==> src/logic/tsm_consts.vh <==
// Offsets, field positions, reset values and timing counts of the thermal sensor monitor
`ifndef TSM_CONSTS_VH
`define TSM_CONSTS_VH

// ----------------------------------------------------------------
// Register byte offsets
// ----------------------------------------------------------------
`define TSM_OFS_INT_MASK_STATUS 12'h538
`define TSM_OFS_THRESHOLD_STATUS 12'h53c
`define TSM_OFS_TEST_CONTROL 12'h5d4
`define TSM_OFS_SENSOR0_RUN 12'h5d8
`define TSM_OFS_SENSOR1_RUN 12'h5dc
`define TSM_OFS_SENSOR2_RUN 12'h5e0

// ----------------------------------------------------------------
// Field positions
// ----------------------------------------------------------------
`define TSM_INT_STATUS_LSB 0
`define TSM_INT_MASK_LSB 16
`define TSM_OVER_LSB 0
`define TSM_THRESH_LSB 24
`define TSM_AUTO_TEST_BIT 31
`define TSM_RUN_BURST_BIT 0
`define TSM_RUN_SINGLE_BIT 1
`define TSM_RUN_PDOWN_BIT 2
`define TSM_RUN_RESULT_LSB 8
`define TSM_RUN_DONE_BIT 23
`define TSM_TEST_ITEM_LSB 0
`define TSM_TEST_CS_LSB 4
`define TSM_TEST_EN_BIT 6
`define TSM_TEST_PASS_BIT 8
`define TSM_TEST_M8_BIT 9
`define TSM_TEST_M9_BIT 10
`define TSM_TEST_DONE_BIT 15

// ----------------------------------------------------------------
// Reset values and limits
// ----------------------------------------------------------------
`define TSM_INT_MASK_RESET 3'h7
`define TSM_LIMIT_CODE0 12'h06e
`define TSM_LIMIT_CODE1 12'h078
`define TSM_LIMIT_CODE2 12'h082
`define TSM_LIMIT_CODE3 12'h08c

// ----------------------------------------------------------------
// Timing
// ----------------------------------------------------------------
`define TSM_BURST_GAP_CYCLES 1024

`endif

==> src/logic/tsm_thermal_monitor.v <==
// Register front end for three on-chip temperature sensors
//
// Contract
// - Three read-only over-threshold status bits, one per sensor, lowest bits, reset zero.
// - Per-sensor 2-bit threshold field; codes select 110, 120, 130, 140 degrees.
// - Top bit of threshold register enables automatic burst test; resets zero.
// - Burst-run bit repeatedly starts conversions; clearing it stops them while the automatic burst test bit is clear.
// - Single-run bit performs exactly one conversion and stores its result.
// - Power-down bit turns the sensor off when 1; resets zero.
// - Latest 12-bit result readable at bits 19:8, resets zero.
// - Done bit 23 reads 1 once a conversion completed.
// - Writable 4-bit test item select, resets zero.
// - 2-bit chip select picks sensor under test; code 11b reserved.
// - Bit 6 enables the sensor digital test.
// - Bit 8 reports overall digital test pass or fail.
// - Bits 9 and 10 report pass or fail of test modes 8 and 9.
// - Bit 15 reads 1 once the digital test completed.
// - Mask-and-status register: write-one-to-clear status, mask bits reset all ones.
// - Run register layout repeats for sensors 1 and 2.
`timescale 1ns/1ps
`include "tsm_consts.vh"

module tsm_thermal_monitor #(
    parameter BURST_GAP = `TSM_BURST_GAP_CYCLES
) (
    input wire clk,
    input wire sys_rst,
    input wire clk_en,
    input wire cfg_wr,
    input wire cfg_rd,
    input wire [11:0] cfg_addr,
    input wire [31:0] cfg_wdata,
    output reg [31:0] cfg_rdata,
    output reg cfg_rvalid,
    output reg [2:0] sens_start,
    output reg [2:0] sens_power_down,
    input wire [2:0] sens_done,
    input wire [35:0] sens_data,
    output reg [3:0] test_item,
    output reg [1:0] test_chip_sel,
    output reg test_enable,
    input wire test_pass,
    input wire test_mode8_pass,
    input wire test_mode9_pass,
    input wire test_done
);

    localparam ST_IDLE = 1'b0;
    localparam ST_BUSY = 1'b1;

    // ----------------------------------------------------------------
    // Pin synchronisers
    // ----------------------------------------------------------------
    reg [2:0] done_meta;
    reg [2:0] done_sync;
    reg [2:0] done_prev;
    reg [35:0] data_meta;
    reg [35:0] data_sync;
    reg [3:0] test_meta;
    reg [3:0] test_sync;

    always @(posedge clk) begin
        if (sys_rst) begin
            done_meta <= 3'h0;
            done_sync <= 3'h0;
            done_prev <= 3'h0;
            data_meta <= 36'h0;
            data_sync <= 36'h0;
            test_meta <= 4'h0;
            test_sync <= 4'h0;
        end else if (clk_en) begin
            done_meta <= sens_done;
            done_sync <= done_meta;
            done_prev <= done_sync;
            data_meta <= sens_data;
            data_sync <= data_meta;
            test_meta <= {test_done, test_mode9_pass, test_mode8_pass, test_pass};
            test_sync <= test_meta;
        end
    end

    // ----------------------------------------------------------------
    // Shared registers
    // ----------------------------------------------------------------
    reg [2:0] int_status;
    reg [2:0] int_mask;
    reg [5:0] thresh;
    reg auto_test;
    reg [2:0] over;
    reg test_pass_r;
    reg test_m8_r;
    reg test_m9_r;
    reg test_done_r;
    wire [2:0] over_event;
    wire [2:0] over_level;

    wire wr_int = cfg_wr && cfg_addr == `TSM_OFS_INT_MASK_STATUS;
    wire wr_thr = cfg_wr && cfg_addr == `TSM_OFS_THRESHOLD_STATUS;
    wire wr_tst = cfg_wr && cfg_addr == `TSM_OFS_TEST_CONTROL;

    always @(posedge clk) begin
        if (sys_rst) begin
            int_status <= 3'h0;
            int_mask <= `TSM_INT_MASK_RESET;
            thresh <= 6'h0;
            auto_test <= 1'b0;
            over <= 3'h0;
            test_item <= 4'h0;
            test_chip_sel <= 2'h0;
            test_enable <= 1'b0;
            test_pass_r <= 1'b0;
            test_m8_r <= 1'b0;
            test_m9_r <= 1'b0;
            test_done_r <= 1'b0;
        end else if (clk_en) begin
            // Hardware set wins over a simultaneous software clear
            if (wr_int) begin
                int_status <= (int_status & ~cfg_wdata[`TSM_INT_STATUS_LSB +: 3]) | over_event;
                int_mask <= cfg_wdata[`TSM_INT_MASK_LSB +: 3];
            end else begin
                int_status <= int_status | over_event;
            end
            if (wr_thr) begin
                thresh <= cfg_wdata[`TSM_THRESH_LSB +: 6];
                auto_test <= cfg_wdata[`TSM_AUTO_TEST_BIT];
            end
            over <= over_level;
            if (wr_tst) begin
                test_item <= cfg_wdata[`TSM_TEST_ITEM_LSB +: 4];
                test_chip_sel <= cfg_wdata[`TSM_TEST_CS_LSB +: 2];
                test_enable <= cfg_wdata[`TSM_TEST_EN_BIT];
            end
            // Results only mean something while the test is enabled
            test_pass_r <= test_enable & test_sync[0];
            test_m8_r <= test_enable & test_sync[1];
            test_m9_r <= test_enable & test_sync[2];
            test_done_r <= test_enable & test_sync[3];
        end
    end

    // ----------------------------------------------------------------
    // Per-sensor run control and conversion sequencing
    // ----------------------------------------------------------------
    wire [2:0] burst_bit;
    wire [2:0] single_bit;
    wire [35:0] result_bus;
    wire [2:0] conv_done_bit;

    genvar g;
    generate
        for (g = 0; g < 3; g = g + 1) begin : sensor
            reg burst;
            reg single;
            reg [11:0] result;
            reg conv_done;
            reg state;
            reg single_req;
            reg [31:0] gap_cnt;
            reg [11:0] limit;
            wire wr_run = cfg_wr && cfg_addr == `TSM_OFS_SENSOR0_RUN + 12'h004 * g;
            wire arm = wr_run && cfg_wdata[`TSM_RUN_SINGLE_BIT];
            wire finish = done_sync[g] & ~done_prev[g];
            wire [11:0] new_data = data_sync[12 * g +: 12];

            always @* begin
                case (thresh[2 * g +: 2])
                    2'h0: limit = `TSM_LIMIT_CODE0;
                    2'h1: limit = `TSM_LIMIT_CODE1;
                    2'h2: limit = `TSM_LIMIT_CODE2;
                    default: limit = `TSM_LIMIT_CODE3;
                endcase
            end

            always @(posedge clk) begin
                if (sys_rst) begin
                    burst <= 1'b0;
                    single <= 1'b0;
                    sens_power_down[g] <= 1'b0;
                    result <= 12'h0;
                    conv_done <= 1'b0;
                    state <= ST_IDLE;
                    single_req <= 1'b0;
                    gap_cnt <= 32'h0;
                    sens_start[g] <= 1'b0;
                end else if (clk_en) begin
                    sens_start[g] <= 1'b0;
                    if (wr_run) begin
                        burst <= cfg_wdata[`TSM_RUN_BURST_BIT];
                        single <= cfg_wdata[`TSM_RUN_SINGLE_BIT];
                        sens_power_down[g] <= cfg_wdata[`TSM_RUN_PDOWN_BIT];
                    end
                    // Each write of a one arms one conversion; power-down drops a pending one
                    single_req <= arm | (single_req & ~sens_power_down[g]);
                    if (gap_cnt != 32'h0) begin
                        gap_cnt <= gap_cnt - 32'h1;
                    end
                    case (state)
                        ST_IDLE: begin
                            if (!sens_power_down[g] && (single_req ||
                                ((burst || auto_test) && gap_cnt == 32'h0))) begin
                                sens_start[g] <= 1'b1;
                                single_req <= arm;
                                conv_done <= 1'b0;
                                state <= ST_BUSY;
                            end
                        end
                        ST_BUSY: begin
                            // Power-down abandons the conversion; the old result stays
                            if (sens_power_down[g]) begin
                                state <= ST_IDLE;
                            end else if (finish) begin
                                result <= new_data;
                                conv_done <= 1'b1;
                                gap_cnt <= BURST_GAP;
                                state <= ST_IDLE;
                            end
                        end
                        default: state <= ST_IDLE;
                    endcase
                end
            end

            assign over_event[g] = clk_en && state == ST_BUSY && !sens_power_down[g] &&
                                   finish && new_data > limit;
            assign over_level[g] = (state == ST_BUSY && !sens_power_down[g] && finish) ?
                                   (new_data > limit) : over[g];
            assign burst_bit[g] = burst;
            assign single_bit[g] = single;
            assign result_bus[12 * g +: 12] = result;
            assign conv_done_bit[g] = conv_done;
        end
    endgenerate

    // ----------------------------------------------------------------
    // Read path: one cycle latency, unmapped offsets read zero
    // ----------------------------------------------------------------
    reg [31:0] next_rdata;
    reg [1:0] run_idx;
    reg run_hit;

    always @* begin
        next_rdata = 32'h0;
        run_hit = 1'b0;
        run_idx = 2'h0;
        case (cfg_addr)
            `TSM_OFS_INT_MASK_STATUS: begin
                next_rdata[`TSM_INT_STATUS_LSB +: 3] = int_status;
                next_rdata[`TSM_INT_MASK_LSB +: 3] = int_mask;
            end
            `TSM_OFS_THRESHOLD_STATUS: begin
                next_rdata[`TSM_OVER_LSB +: 3] = over;
                next_rdata[`TSM_THRESH_LSB +: 6] = thresh;
                next_rdata[`TSM_AUTO_TEST_BIT] = auto_test;
            end
            `TSM_OFS_TEST_CONTROL: begin
                next_rdata[`TSM_TEST_ITEM_LSB +: 4] = test_item;
                next_rdata[`TSM_TEST_CS_LSB +: 2] = test_chip_sel;
                next_rdata[`TSM_TEST_EN_BIT] = test_enable;
                next_rdata[`TSM_TEST_PASS_BIT] = test_pass_r;
                next_rdata[`TSM_TEST_M8_BIT] = test_m8_r;
                next_rdata[`TSM_TEST_M9_BIT] = test_m9_r;
                next_rdata[`TSM_TEST_DONE_BIT] = test_done_r;
            end
            `TSM_OFS_SENSOR0_RUN: run_hit = 1'b1;
            `TSM_OFS_SENSOR1_RUN: begin
                run_hit = 1'b1;
                run_idx = 2'h1;
            end
            `TSM_OFS_SENSOR2_RUN: begin
                run_hit = 1'b1;
                run_idx = 2'h2;
            end
            default: next_rdata = 32'h0;
        endcase
        if (run_hit) begin
            next_rdata[`TSM_RUN_BURST_BIT] = burst_bit[run_idx];
            next_rdata[`TSM_RUN_SINGLE_BIT] = single_bit[run_idx];
            next_rdata[`TSM_RUN_PDOWN_BIT] = sens_power_down[run_idx];
            next_rdata[`TSM_RUN_RESULT_LSB +: 12] = result_bus[12 * run_idx +: 12];
            next_rdata[`TSM_RUN_DONE_BIT] = conv_done_bit[run_idx];
        end
    end

    always @(posedge clk) begin
        if (sys_rst) begin
            cfg_rdata <= 32'h0;
            cfg_rvalid <= 1'b0;
        end else if (clk_en) begin
            cfg_rvalid <= cfg_rd;
            if (cfg_rd) begin
                cfg_rdata <= next_rdata;
            end
        end
    end

endmodule

==> config.mk <==
export PLATFORM = sky130hd
export DESIGN_NAME = tsm_thermal_monitor
export DESIGN_NICKNAME = d
export VERILOG_FILES = /design/src/logic/tsm_thermal_monitor.v
export VERILOG_INCLUDE_DIRS = /design/src /design/src/logic
export SDC_FILE = /design/constraint.sdc
export NUM_CORES = 1
export LEC_CHECK = 0
export BUFFER_PORTS_ARGS = -buffer_cell sky130_fd_sc_hd__buf_2
export CAP_MARGIN = 0
export CORE_UTILIZATION = 59
export DETAILED_ROUTE_END_ITERATION = 7
export HOLD_SLACK_MARGIN = 0.06
export PLACE_DENSITY = 0.91
export SLEW_MARGIN = 10
export SYNTH_ARGS = -nofsm -noshare
export SYNTH_HDL_FRONTEND = slang
export SYNTH_SLANG_ARGS = --single-unit
==> constraint.sdc <==
create_clock -name clk -period 3.54 [get_ports clk]
set_clock_uncertainty 0.15 [all_clocks]
set_input_delay 0.531 -clock clk [delete_from_list [all_inputs] [get_ports clk]]
set_output_delay 0.531 -clock clk [all_outputs]
set_load 0.1 [all_outputs]
==> summary.md <==
| Metric | Value |
|---|---|
| Total clock sinks | `297` |
| # resized after CTS | `0` |
| Post-synthesis cell area | `13,090 um2` |
| I/O Buffers | `117` |
| Top_reg_cell synth | `dfxtp_1` |
| Vias in the first global route | `10,611` |
| RSZ-0062 raised after global routing | `no` |
| Finished Core Util | `68.31%` |
| Final instance area | `~15,000 um2` |
| Antenna Violating Nets Remaining | `0` |
| CP Capture Type | `flip-flop` |
| Logic pwr share | `33.2%` |
| Crit path kind | `flip-flop to flip-flop` |
| Rel. slew slack | `24.00%` |
| Die boundary width | `151.0 um` |
| Top post-synthesis cells by area | `dfxtp_1 45%, mux2i_1 8.6%, nor2_1 7.1%` |
| Syn avg cell area | `8.817 um2` |
| Final Slew Violations | `0` |
| Slowest-stage cell, CP | `or4_4` |
| Htree depth | `1` |
| Max incr delay on CP | `between 0.5 and 0.6 ns` |
| Post-Synth Simple-Gate Area | `roughly 23%` |
| Post-synth EDFFs | `0` |
| Synthesized instance count | `1,485` |
| Worst hold path type | `input port to flip-flop` |
| Rows | `between 50 and 60` |
| Req. time, crit path | `3.81 ns` |
| NumNets Final | `1,721` |
| WL met3 | `2031 um` |
| Top sig layer | `met4` |
| XOR/XNOR share of the synthesized area | `5.485%` |
| Cell family with most CP delay | `simple AND/OR/NAND/NOR gates` |
| 1st-iter DRT viols | `907` |
| Placer congestion estimate | `0.8778` |
| Wire per inst | `17.00 um` |
| Final Hold Viols | `0` |
| Worst Setup SP | `sensor[2].gap_cnt[19]` |
| Hold Startpoint | `sens_data[20]` |
| Routed met1 length | `approximately 13,000 um` |
| Fillers | `1,598` |
| Via count | `11,169` |
| Clock buffer count from CTS | `30` |
| Share of the synthesized area in the top cell type | `a little under half` |
| Die Area | `22,790 um2` |
| Synthesis Warnings | `0` |
| Cell taking the most area after synthesis | `dfxtp_1` |
| Status | `completed` |
| Clock-pin slew on the worst setup and hold paths | `0.06 ns` |
| DP HPWL | `approximately 22,000 um` |
| Post-synthesis mux area share | `approximately 8.6%` |
| Die H | `151.0 um` |
| Switch Pwr | `about 3.8 mW` |
| Adder-Cell Fraction of Synth Area | `4.300%` |
| Sw Ratio | `34.88%` |
| Drt first pass iters | `7` |
| Largest family of logic cells by synthesized area | `simple AND/OR/NAND/NOR gates` |
| Ys async rst share | `0%` |
| #FFs+latches synth | `297` |
| Most common library cells after synthesis | `297 x dfxtp_1, 249 x nor2_1, 154 x nand2_1` |
| Total Wirelength | `32,130 um` |
| First-pass GRT wire length | `~52,000 um` |
| Clk_lat worst skew | `0.55 ns` |
| Worst Path Arrival | `about 3.1 ns` |
| Largest net degree at the start of global routing | `around 80` |
| Area grow syn2layout | `13.85%` |
| Crit start category | `flip-flop` |
| # DRC | `0` |
| Reg2Reg Launch Point | `sensor[2].gap_cnt[19]` |
| Post-synth cell types | `63` |
| Post-synthesis compound-gate area fraction | `9.986%` |
| Top Ports | `around 140` |
| Post-synthesis sequential area ratio | `45.41%` |
| Pleak | `6.121 nW` |
| GRT Total Usage | `28.18%` |
| Final min period | `between 2 and 3 ns` |
| Root Buffer | `clkbuf_16` |
| Clock power share | `28.6%` |
| Total grt overflow | `0` |
| Setup_tns | `0 ns` |
| Post-DP Area | `about 14,000 um2` |
| Int Power | `7.159 mW` |
| Flop pwr share | `38.2%` |
| Initial Util | `between 50 and 60%` |
| Antenna violations before repair | `4` |
| Most common cell in the netlist | `dfxtp_1` |
| CTS tree | `yes` |
| Worst VDD drop | `483.3 uV` |
| Worst slew pin tran | `1.140 ns` |
| Max Buffers Root-to-Sink | `3` |
| Fraction of layout cells with a size suffix above 1 | `13.27%` |
| WL met2 | `between 15,000 and 20,000 um` |
| Final setup viols | `0` |
| Core Box Area | `about 22,000 um2` |
| Max-cap violations | `0` |
| Vias per inst | `5.910` |
| Crit-path cells | `or4_4 -> or4b_4 -> o31ai_4 -> buf_4 -> or4_1 -> xor2_1 -> nor2_1` |
| Worst Path Buf+Inv | `1` |
| Pwr dens | `737.6 nW/um2` |
| Final period util | `79.73%` |
| Crit path max fanout | `10` |
| Max Freq | `0.3543 GHz` |
[cells in the final DEF, fill, tap and decap left out, types with 36 or more instances in the layout]
cell type  count
ha_1          45
buf_2        115
xor2_1        36
nor3_1        40
o21ai_0       54
mux2i_1      112
a21oi_1       86
nand2_1      154
nor2_1       249
dfxtp_1      297
xnor2_1       46
[repair_timing]
action                                 CTS  global route
endpoints found under the hold margin    2             0
hold buffers                             2             0
setup buffers                            0             0
setup endpoints to repair                0             0
[registers in the layout, summed over array words and instances (netlist names), 4 cells and up]
name / count
sensor.result: 36
data_sync: 36
test_item: 4
test_meta: 4
sensor.gap_cnt: 96
data_meta: 36
test_sync: 4
thresh: 6
cfg_rdata: 27
[power by group through the flow]
stage / Combinational [mW] / Sequential (mW) / Clock, mW
floorplan: 3.09 / 4.17 / 0
global placement: 3.44 / 4.23 / 0
detailed placement: 3.59 / 4.25 / 0
CTS: 3.64 / 4.19 / 3.17
global route: 4.02 / 4.26 / 3.32
finish: 3.65 / 4.20 / 3.14
[layer usage]
| layer | global-route usage, % | vias to the layer above |
|---|---|---|
| met3 | 3.404 | 108 |
| met1 | 34.49 | 5282 |
| met2 | 49.31 | 458 |
| met5 | 0 | - |
| met4 | 12.90 | 0 |
| li1 | - | 5321 |
[cell families after synthesis]
family,Yosys count
buffers and inverters,112
and+or+nand+nor,621
AOI/OAI and AO/OA,214
adders and majority gates,45
xor gates and xnor gates,82
DFF,297
muxes,113
other,1
[final cells by class]
| type | instances | area, um2 | area share, % |
|---|---|---|---|
| inverters | 32 | 120.1 | 0.8058 |
| repair buffers | 143 | 798.3 | 5.355 |
| well taps | 280 | 350.3 | 2.350 |
| clock buffers | 42 | 877.1 | 5.884 |
| flip-flops and latches | 297 | 5946 | 39.89 |
| diodes | 5 | 12.51 | 0.08393 |
| clock inverters | 11 | 107.6 | 0.7218 |
| multi-input cells | 1080 | 6695 | 44.91 |
[path summary, 6_finish.rpt]
path                          end  slack, ns  depth (start not counted)
min                 data_meta[20]       0.07                          3
max reg2reg  sensor[2].gap_cnt[3]       0.72                          7
max          sensor[2].gap_cnt[3]       0.72                          7
min reg2reg   sensor[1].result[1]       0.31                          2
[worst min-delay path: cells and delay by family]
| family | cells | cell delay (ns) |
|---|---|---|
| buffers and inverters | 1 | 0.08 |
| muxes | 1 | 0.06 |
| and+or+nand+nor | 1 | 0.07 |
[metrics by stage]
step | hold WS [ns] | power (mW) | cells | setup WS, ns
floorplan | 0.2827 | 7.260 | 1489 | 0.9929
global placement | 0.2897 | 7.669 | 1830 | 0.7901
detailed placement | 0.2908 | 7.847 | 1830 | 0.7509
CTS | 0.06324 | 11.00 | 1885 | 0.7288
global route | 0.06956 | 11.59 | 1888 | 0.5702
finish | 0.07019 | 10.99 | 1890 | 0.7175
(Power assumes the default switching activity.)
